$ cat src/design/cse_pkg.sv
/*
 * Shared constants, register map and carrier types of the per-socket
 * status-change event block.
 * Assumes one 10 MHz clock; the requester of the register port and the
 * configuration port runs on that clock.
 */
// Contract
// - socket registers located by config BAR 10h
// - five 32-bit socket registers, others reserved
// - event says change occurred; read live status
// - writing one clears event bit, zero keeps
// - injection write sets matching event bit
// - host reset clears events; may re-set after
// - sticky bits survive host reset under PME
// - interrupt when any enabled event set
// - event 3 on power-cycle status change
// - events 2/1 on detect two/one change
// - event 0 rising (CardBus) or both edges
// - bits 31..4 read zero, ignore writes
// - enables gate interrupt only, not events
// - enable bit 3 gates power events, reset 0
// - detect enable field 00 blocks, 11 allows
// - enable bit 0 gates status events, reset 0
// - detect two mirrors pin, frozen during interrogation
// - powered status 0 down, 1 up
`default_nettype none

package cse_pkg;

    // ------------------------------------------------------------
    // register map
    // ------------------------------------------------------------
    localparam logic [7:0]  CFG_BAR_OFS   = 8'h10;
    localparam int unsigned WINDOW_BITS   = 12;
    localparam logic [19:0] BAR_RST       = 20'h00000;
    localparam logic [11:0] OFS_EVENTS    = 12'h000;
    localparam logic [11:0] OFS_ENABLES   = 12'h004;
    localparam logic [11:0] OFS_LIVE      = 12'h008;
    localparam logic [11:0] OFS_INJECT    = 12'h00C;
    localparam logic [11:0] OFS_CONTROL   = 12'h010;

    // ------------------------------------------------------------
    // field layout (events, enables and live share bits 3..0)
    // ------------------------------------------------------------
    localparam int unsigned EVT_W         = 4;
    localparam int unsigned BIT_POWER     = 3;
    localparam int unsigned BIT_DET_TWO   = 2;
    localparam int unsigned BIT_DET_ONE   = 1;
    localparam int unsigned BIT_STATUS    = 0;
    localparam int unsigned LIVE_16BIT    = 4;
    localparam int unsigned LIVE_CARDBUS  = 5;
    localparam int unsigned LIVE_SOCK_5V  = 28;
    localparam int unsigned LIVE_SOCK_3V  = 29;

    // ------------------------------------------------------------
    // values after reset
    // ------------------------------------------------------------
    localparam logic [3:0]  EVENTS_RST    = 4'h0;
    localparam logic [3:0]  ENABLES_RST   = 4'h0;
    // live order {powered, detect two, detect one, status line}
    localparam logic [3:0]  LIVE_IDLE     = 4'h6;
    // sync order {host reset_n, detect two_n, detect one_n, status}
    localparam logic [3:0]  SYNC_RST      = 4'h6;
    localparam int unsigned SYNC_W        = 4;

    // ------------------------------------------------------------
    // carriers
    // ------------------------------------------------------------
    typedef struct packed {
        logic        valid;
        logic        write;
        logic [31:0] addr;
        logic [31:0] wdata;
        logic [3:0]  be;
    } cse_mem_req_type;

    typedef struct packed {
        logic        valid;
        logic        write;
        logic [7:0]  offset;
        logic [31:0] wdata;
    } cse_cfg_req_type;

    typedef struct packed {
        logic        detect_two_n;
        logic        detect_one_n;
        logic        status_line;
    } cse_card_pins_type;

endpackage

`default_nettype wire

$ cat src/design/cse_sync.sv
/*
 * Two-stage synchroniser for the socket pins and the host bus reset.
 * Assumes the inputs are asynchronous to CLK and held for several cycles.
 */
`default_nettype none

module cse_sync (
    input  wire logic                      clk,
    input  wire logic                      rst,
    input  wire logic [cse_pkg::SYNC_W-1:0] async_in,
    output logic      [cse_pkg::SYNC_W-1:0] sync_out
);

    typedef struct packed {
        logic [cse_pkg::SYNC_W-1:0] meta;
        logic [cse_pkg::SYNC_W-1:0] stable;
    } cse_sync_state_type;

    cse_sync_state_type s_q;
    cse_sync_state_type s_d;

    // the first stage feeds only the second
    always_comb begin
        s_d.meta   = async_in;
        s_d.stable = s_q.meta;
    end

    always_ff @(posedge clk or posedge rst) begin
        if (rst) begin
            s_q <= {cse_pkg::SYNC_RST, cse_pkg::SYNC_RST};
        end else begin
            s_q <= s_d;
        end
    end

    assign sync_out = s_q.stable;

endmodule

`default_nettype wire

$ cat src/design/cse_change_det.sv
/*
 * Per-bit rise and fall detector for the socket live status.
 * Assumes the level is already on CLK; clear reloads the idle state.
 */
`default_nettype none

module cse_change_det (
    input  wire logic                     clk,
    input  wire logic                     rst,
    input  wire logic                     clear,
    input  wire logic [cse_pkg::EVT_W-1:0] level,
    output logic      [cse_pkg::EVT_W-1:0] rise,
    output logic      [cse_pkg::EVT_W-1:0] fall
);

    typedef struct packed {
        logic [cse_pkg::EVT_W-1:0] prev;
    } cse_det_state_type;

    cse_det_state_type s_q;
    cse_det_state_type s_d;

    // reloading idle makes a still-present card re-fire after reset
    always_comb begin
        s_d.prev = clear ? cse_pkg::LIVE_IDLE : level;
    end

    always_ff @(posedge clk or posedge rst) begin
        if (rst) begin
            s_q <= cse_pkg::LIVE_IDLE;
        end else begin
            s_q <= s_d;
        end
    end

    for (genvar i = 0; i < cse_pkg::EVT_W; i++) begin : g_edge
        assign rise[i] = level[i] & ~s_q.prev[i];
        assign fall[i] = ~level[i] & s_q.prev[i];
    end

endmodule

`default_nettype wire

$ cat src/design/cse_socket_events.sv
/*
 * Socket status-change event block: base address decode, event,
 * interrupt-enable, live-status and event-injection registers, and
 * the status-change interrupt of one card socket.
 * Assumes a memory register port and a configuration port that issue
 * one-cycle requests on CLK, socket pins asynchronous to CLK, and
 * power and card-type levels that already run on CLK.
 */
`default_nettype none

module cse_socket_events (
    input  wire logic                       CLK,
    input  wire logic                       RST,
    input  wire logic                       HOST_BUS_RESET_PIN_N,
    input  wire logic                       PME_ENABLE,
    input  wire cse_pkg::cse_cfg_req_type   CFG_REQ,
    output logic      [31:0]                CFG_RDATA,
    output logic                            CFG_ACK,
    input  wire cse_pkg::cse_mem_req_type   MEM_REQ,
    output logic      [31:0]                MEM_RDATA,
    output logic                            MEM_ACK,
    input  wire cse_pkg::cse_card_pins_type CARD_PINS,
    input  wire logic                       SOCKET_POWERED,
    input  wire logic                       CARDBUS_CARD,
    input  wire logic                       CARD_INTERROGATION,
    output logic                            STATUS_CHANGE_INTERRUPT
);

    // ------------------------------------------------------------
    // state
    // ------------------------------------------------------------
    typedef struct packed {
        logic [19:0] bar;
        logic [3:0]  events;
        logic [3:0]  enables;
        logic [3:0]  live;
        logic [31:0] mem_rdata;
        logic        mem_ack;
        logic [31:0] cfg_rdata;
        logic        cfg_ack;
        logic        irq;
    } cse_core_state_type;

    localparam cse_core_state_type STATE_RST = '{
        bar:       cse_pkg::BAR_RST,
        events:    cse_pkg::EVENTS_RST,
        enables:   cse_pkg::ENABLES_RST,
        live:      cse_pkg::LIVE_IDLE,
        mem_rdata: 32'h00000000,
        mem_ack:   1'b0,
        cfg_rdata: 32'h00000000,
        cfg_ack:   1'b0,
        irq:       1'b0
    };

    cse_core_state_type s_q;
    cse_core_state_type s_d;

    // ------------------------------------------------------------
    // decode helpers
    // ------------------------------------------------------------
    // true when the request addresses the given register of the set
    function automatic logic reg_hit(
        input cse_pkg::cse_mem_req_type req,
        input logic [19:0]              bar,
        input logic [11:0]              ofs
    );
        logic in_window;
        in_window = (req.addr[31:cse_pkg::WINDOW_BITS] == bar)
                    && (bar != cse_pkg::BAR_RST);
        return in_window && (req.addr[11:2] == ofs[11:2]);
    endfunction

    // write strobe for the low byte, where every writable field sits
    function automatic logic low_write(
        input cse_pkg::cse_mem_req_type req,
        input logic [19:0]              bar,
        input logic [11:0]              ofs
    );
        return req.valid && req.write && req.be[0]
               && reg_hit(req, bar, ofs);
    endfunction

    // ------------------------------------------------------------
    // pin synchronisation
    // ------------------------------------------------------------
    logic [cse_pkg::SYNC_W-1:0] pins_async;
    logic [cse_pkg::SYNC_W-1:0] pins_sync;

    assign pins_async = {HOST_BUS_RESET_PIN_N,
                         CARD_PINS.detect_two_n,
                         CARD_PINS.detect_one_n,
                         CARD_PINS.status_line};

    cse_sync u_sync (
        .clk      (CLK),
        .rst      (RST),
        .async_in (pins_async),
        .sync_out (pins_sync)
    );

    logic host_rst;
    logic det_two_s;
    logic det_one_s;
    logic status_s;

    assign host_rst  = ~pins_sync[3];
    assign det_two_s = pins_sync[2];
    assign det_one_s = pins_sync[1];
    assign status_s  = pins_sync[0];

    // ------------------------------------------------------------
    // change detection on the live status
    // ------------------------------------------------------------
    logic [3:0] rise;
    logic [3:0] fall;

    cse_change_det u_change (
        .clk   (CLK),
        .rst   (RST),
        .clear (host_rst),
        .level (s_q.live),
        .rise  (rise),
        .fall  (fall)
    );

    // ------------------------------------------------------------
    // next state
    // ------------------------------------------------------------
    logic [3:0]  hw_set;
    logic [3:0]  inject;
    logic [3:0]  clear_ones;
    logic [3:0]  irq_gate;
    logic        card_present;
    logic        clear_sticky;
    logic        mem_take;
    logic [31:0] live_word;

    always_comb begin
        s_d         = s_q;
        s_d.mem_ack = 1'b0;
        s_d.cfg_ack = 1'b0;

        // live status: detect bits hold while the card is probed
        s_d.live[cse_pkg::BIT_POWER]  = SOCKET_POWERED;
        s_d.live[cse_pkg::BIT_STATUS] = status_s;
        if (!CARD_INTERROGATION) begin
            s_d.live[cse_pkg::BIT_DET_TWO] = det_two_s;
            s_d.live[cse_pkg::BIT_DET_ONE] = det_one_s;
        end

        // hardware event sources
        hw_set = 4'h0;
        hw_set[cse_pkg::BIT_POWER] =
            rise[cse_pkg::BIT_POWER] | fall[cse_pkg::BIT_POWER];
        hw_set[cse_pkg::BIT_DET_TWO] =
            rise[cse_pkg::BIT_DET_TWO]
            | fall[cse_pkg::BIT_DET_TWO];
        hw_set[cse_pkg::BIT_DET_ONE] =
            rise[cse_pkg::BIT_DET_ONE]
            | fall[cse_pkg::BIT_DET_ONE];
        if (CARDBUS_CARD) begin
            hw_set[cse_pkg::BIT_STATUS] =
                rise[cse_pkg::BIT_STATUS];
        end else begin
            hw_set[cse_pkg::BIT_STATUS] =
                rise[cse_pkg::BIT_STATUS]
                | fall[cse_pkg::BIT_STATUS];
        end

        // software writes; only bits 3..0 are taken, the rest dropped
        mem_take = MEM_REQ.valid && !host_rst;
        inject = 4'h0;
        clear_ones = 4'h0;
        if (mem_take && low_write(MEM_REQ, s_q.bar,
                                  cse_pkg::OFS_INJECT)) begin
            inject = MEM_REQ.wdata[3:0];
        end
        if (mem_take && low_write(MEM_REQ, s_q.bar,
                                  cse_pkg::OFS_EVENTS)) begin
            clear_ones = MEM_REQ.wdata[3:0];
        end
        if (mem_take && low_write(MEM_REQ, s_q.bar,
                                  cse_pkg::OFS_ENABLES)) begin
            s_d.enables = MEM_REQ.wdata[3:0];
        end

        // a set in the same cycle as its clear survives;
        // events are raised whatever the enables say
        s_d.events = hw_set | inject
                     | (s_q.events & ~clear_ones);

        // host reset is honoured for sticky bits only without PME
        clear_sticky = host_rst && !PME_ENABLE;
        if (clear_sticky) begin
            s_d.events  = cse_pkg::EVENTS_RST;
            s_d.enables = cse_pkg::ENABLES_RST;
        end
        if (host_rst) begin
            s_d.bar = cse_pkg::BAR_RST;
        end

        // interrupt gate: the detect pair counts only when both set,
        // so the undefined codes 01 and 10 block like 00
        irq_gate = 4'h0;
        irq_gate[cse_pkg::BIT_POWER] =
            s_d.enables[cse_pkg::BIT_POWER];
        irq_gate[cse_pkg::BIT_DET_TWO] =
            s_d.enables[cse_pkg::BIT_DET_TWO]
            & s_d.enables[cse_pkg::BIT_DET_ONE];
        irq_gate[cse_pkg::BIT_DET_ONE] =
            irq_gate[cse_pkg::BIT_DET_TWO];
        irq_gate[cse_pkg::BIT_STATUS] =
            s_d.enables[cse_pkg::BIT_STATUS];
        // stale events fire as soon as enabled; software clears first
        s_d.irq = |(s_d.events & irq_gate);

        // live status word as software sees it
        card_present = !s_q.live[cse_pkg::BIT_DET_ONE]
                       && !s_q.live[cse_pkg::BIT_DET_TWO];
        live_word = 32'h00000000;
        live_word[3:0] = s_q.live;
        live_word[cse_pkg::LIVE_CARDBUS] = card_present && CARDBUS_CARD;
        live_word[cse_pkg::LIVE_16BIT]   = card_present && !CARDBUS_CARD;
        live_word[cse_pkg::LIVE_SOCK_3V] = 1'b1;
        live_word[cse_pkg::LIVE_SOCK_5V] = 1'b1;

        // memory answer: any offset of the window is claimed,
        // reserved and write-only registers read as zero
        if (mem_take && reg_hit(MEM_REQ, s_q.bar,
                                MEM_REQ.addr[11:0])) begin
            s_d.mem_ack   = 1'b1;
            s_d.mem_rdata = 32'h00000000;
            if (!MEM_REQ.write) begin
                case (MEM_REQ.addr[11:0] & 12'hFFC)
                    cse_pkg::OFS_EVENTS: begin
                        s_d.mem_rdata = {28'h0000000, s_q.events};
                    end
                    cse_pkg::OFS_ENABLES: begin
                        s_d.mem_rdata = {28'h0000000, s_q.enables};
                    end
                    cse_pkg::OFS_LIVE: begin
                        s_d.mem_rdata = live_word;
                    end
                    default: begin
                        s_d.mem_rdata = 32'h00000000;
                    end
                endcase
            end
        end

        // configuration port: only the base address lives here
        if (CFG_REQ.valid && !host_rst) begin
            s_d.cfg_ack   = 1'b1;
            s_d.cfg_rdata = 32'h00000000;
            if (CFG_REQ.offset == cse_pkg::CFG_BAR_OFS) begin
                if (CFG_REQ.write) begin
                    s_d.bar = CFG_REQ.wdata[31:cse_pkg::WINDOW_BITS];
                end else begin
                    s_d.cfg_rdata = {s_q.bar, 12'h000};
                end
            end
        end
    end

    // ------------------------------------------------------------
    // registers
    // ------------------------------------------------------------
    always_ff @(posedge CLK or posedge RST) begin
        if (RST) begin
            s_q <= STATE_RST;
        end else begin
            s_q <= s_d;
        end
    end

    // ------------------------------------------------------------
    // outputs
    // ------------------------------------------------------------
    assign MEM_RDATA               = s_q.mem_rdata;
    assign MEM_ACK                 = s_q.mem_ack;
    assign CFG_RDATA               = s_q.cfg_rdata;
    assign CFG_ACK                 = s_q.cfg_ack;
    assign STATUS_CHANGE_INTERRUPT = s_q.irq;

endmodule

`default_nettype wire

$ cat config.mk
export PLATFORM = sky130hd
export DESIGN_NAME = cse_socket_events
export DESIGN_NICKNAME = d
export VERILOG_FILES = /design/src/design/cse_pkg.sv /design/src/design/cse_sync.sv /design/src/design/cse_change_det.sv /design/src/design/cse_socket_events.sv
export SDC_FILE = /design/constraint.sdc
export NUM_CORES = 1
export LEC_CHECK = 0
export BUFFER_PORTS_ARGS = -buffer_cell sky130_fd_sc_hd__buf_2
export CAP_MARGIN = 30
export CORE_UTILIZATION = 48
export CTS_BUF_LIST = sky130_fd_sc_hd__clkbuf_4
export CTS_CLUSTER_DIAMETER = 100
export DETAILED_ROUTE_END_ITERATION = 12
export PLACE_DENSITY = 0.81
export SLEW_MARGIN = 5
export SYNTH_ARGS = -nofsm -noshare
export SYNTH_HDL_FRONTEND = slang
export SYNTH_HIERARCHICAL = 1
export SYNTH_SLANG_ARGS = --single-unit
$ cat constraint.sdc
create_clock -name CLK -period 3.25 [get_ports CLK]
set_clock_uncertainty 0.2 [all_clocks]
set_input_delay 0.1625 -clock CLK [delete_from_list [all_inputs] [get_ports CLK]]
set_output_delay 0.1625 -clock CLK [all_outputs]
set_load 0.02 [all_outputs]
==> summary.md <==
| Metric | Value |
|---|---|
| Top-count cell post-synth | `dfrtp_1` |
| Fin. Hold Viols | `0` |
| Setup TNS | `0 ns` |
| Cells on worst reg2reg path | `8` |
| Fill count | `~660` |
| Headroom to the max-slew limit | `45.8%` |
| Initial antenna violation count | `0` |
| Worst Setup End Kind | `flip-flop` |
| Cts bufs inserted | `9` |
| CP top delay family | `buffers and inverters` |
| Final Cycle Share | `between 90 and 100%` |
| Critical Path Stages | `9` |
| Detail Route Antenna Nets | `0` |
| WP buf/inv | `4` |
| P_leak | `about 0.0024 uW` |
| Setup-failing EPs final | `0` |
| IO Port Bufs | `107` |
| Max Cap Viol | `0` |
| Critical Path Start Type | `primary input` |
| GR Overflow Total | `0` |
| Synth Register Bits | `74` |
| Die Area | `~8500 sq um` |
| CP max stage delay | `between 0.7 and 0.8 ns` |
| CP Cell Sequence | `dlygate4sd3_1 -> buf_2 -> nor4_2 -> dlygate4sd3_1 -> nand2_1 -> dlygate4sd3_1 -> or4b_2 -> nor4_2 -> mux2_2` |
| Root buffer selected by CTS | `clkbuf_4` |
| Yosys top cell by area | `dfrtp_1` |
| H-tree lvl count | `3` |
| Post-DP HPWL | `roughly 6600 um` |
| Die Width | `~92 um` |
| Top Ports | `around 190` |
| Top FF cell, synth | `dfrtp_1` |
| Worst-Margin Slew | `0.813 ns` |
| CP Capture Point | `MEM_RDATA[5]` |
| CTS tree | `built` |
| Clk buf depth | `2` |
| Routed length per instance | `~15 um` |
| Total vias in the final route | `between 3000 and 4000` |
| Fmax achieved | `318 MHz` |
| Crit-path slowest cell | `or4b_2` |
| Critical Path Source | `MEM_REQ[46]` |
| Largest net degree at the start of global routing | `41` |
| Synth cell types | `48` |
| Hold Path Class | `in2async` |
| Status | `finished, final reports clean` |
| Post-synthesis cell count | `between 300 and 400` |
| Top cell by count, worst path | `dlygate4sd3_1` |
| Post-route DRC | `0` |
| Worst skew pair latency | `0.41 ns` |
| Area of the mapped netlist | `3920 sq um` |
| Async SR Flop Fraction | `100%` |
| Top cells by count, synth | `dfrtp_1 (66), buf_4 (65), nand2_1 (55)` |
| CTS sink count | `74` |
| RSZ-0062 raised after global routing | `no` |
| Starting Density | `around half` |
| Detailed Route WL | `~9500 um` |
| Vias in the first global route | `3224` |
| P&R area growth vs syn | `21.9%` |
| Via/cell ratio | `5.12` |
| Drt first pass iters | `5` |
| Reg2reg setup slack | `around 0.16 ns` |
| Clock-pin transition on the worst setup and hold timing paths | `between 0.1 and 0.15 ns` |
| Diodes inserted | `0` |
| # nets final | `between 600 and 700` |
| P per Cell Area | `about 350 nW/um^2` |
| All-Layer GR Usage | `a little under a quarter` |
| Die Ht | `about 92 um` |
| 1st-iter DRT viols | `~190` |
| Core region area | `7810 sq um` |
| YS warnings | `6` |
| Post-synth top area share | `around 42%` |
| Final Cell Area | `4770 sq um` |
| First-pass GRT wire length | `15400 um` |
| CP max FO | `3` |
| Placement Cell Area | `about 4200 sq um` |
| Worst EP arrival | `roughly 3.3 ns` |
| Rows | `32` |
| Tmin final | `~3.1 ns` |
| Peak VDD IR | `between 0.2 and 0.3 mV` |
| Seq/Total Area, Yosys | `a little under half` |
| Avg Inst Size Synth | `between 10 and 15 sq um` |
| EDFF count, synth | `0` |
| Max Slew Vio Count | `0` |
| RePlAce Congestion | `0.850` |
| Layout cells sized above 1 | `30.3%` |
| R2r startpoint | `s_q[97]` |
| Worst path required time | `between 3 and 4 ns` |
| FF-to-FF End | `s_q[78]` |
| Top cells by area, synth | `dfrtp_1 (42%), buf_4 (12%), dfstp_2 (5.4%)` |
| WS Path Type | `in2reg` |
## worst min-delay path by stage
stage | startpoint | endpoint | slack (ns) | cells after the start
after floorplan | RST | u_change/s_q[0] | -0.27 | 1
after global routing | RST | u_sync/sync_out[3] | 0.05 | 3
after CTS | RST | u_sync/s_d[3] | 0.03 | 3
final | RST | u_sync/s_d[0] | 0.04 | 3
after global placement | RST | u_change/s_q[0] | -0.12 | 2
after detailed placement | RST | u_change/s_q[3] | -0.11 | 2
## layout by cell type, fill, tap and decap left out, types with 3 or more instances in the layout
cell type / n
nand2_1: 55
conb_1: 36
and3_1: 4
o21ai_0: 30
xor2_1: 20
nor4_2: 3
nor2b_1: 11
nand4_1: 4
clkinv_2: 3
nor2_1: 9
mux2_2: 6
dfrtp_1: 66
dlygate4sd3_1: 45
nor3_1: 4
dfstp_2: 8
clkbuf_4: 12
nor4_1: 13
nand3_1: 8
nor4_4: 3
inv_1: 8
buf_4: 5
buf_2: 107
a22o_1: 19
mux2i_1: 7
## per-layer routing
layer | global-route usage [%] | vias up | wire length (um)
li1 | - | 1487 | -
met4 | 10.2 | 0 | 274
met3 | 6.24 | 30 | 483
met5 | 0 | - | 0
met1 | 27.3 | 1542 | 3740
met2 | 40.6 | 117 | 4990
## power by group
part	leakage (uW)	switching [uW]	total (uW)	internal, uW
clock	0.0000685	301	478	178
sequential	0.000973	16.7	962	945
combinational	0.00139	135	238	104
total	0.00244	452	1680	1230
## flip-flops by register name (all words and copies together) (netlist names), 4 cells and up
name             count
s_q                 28
CFG_RDATA           20
MEM_RDATA            7
live_word            4
u_change/s_q         4
u_sync/s_d           4
u_sync/sync_out      4
## area by class of cell
type	instances	area, sq um	share of cell area [%]
clock buffers	12	90.1	1.89
clock inverters	4	18.8	0.393
inverters	9	33.8	0.708
multi-input cells	262	1620	33.9
flip-flops and latches	74	1860	39.0
well taps	102	128	2.67
repair buffers	157	1020	21.4
## worst min-delay path, cell delays in order
cell           delay, ns
dlygate4sd3_1       0.53
buf_2               0.14
inv_1               0.23
## per-stage QoR
step | utilization, % | instances | total power [uW] | hold WS [ns] | setup WS, ns
floorplan | - | 424 | 1130 | -0.273 | 0.928
global placement | 53.7 | 559 | 1170 | -0.122 | 0.601
detailed placement | 53.7 | 559 | 1170 | -0.106 | 0.591
CTS | 60.9 | 620 | 1690 | 0.0262 | 0.0361
global route | 61.1 | 620 | 1750 | 0.0485 | 0.0130
finish | 61.1 | 620 | 1680 | 0.0396 | 0.104
## logic make-up after synthesis
| family | Yosys count | share of synthesized area (%) |
|---|---|---|
| DFF | 74 | 47.6 |
| other | 1 | 0.0958 |
| and+or+nand+nor | 131 | 18.4 |
| AOI/OAI and AO/OA | 62 | 11.0 |
| buffers and inverters | 88 | 15.0 |
| muxes | 13 | 3.52 |
| xor gates and xnor gates | 20 | 4.47 |
## what timing repair did
item,in CTS,in global routing
buffers inserted,0,0
hold endpoints to repair,91,0
gates resized for setup,0,3
hold buffers,45,0
setup endpoints to repair,0,3
(Power assumes the default switching activity.)
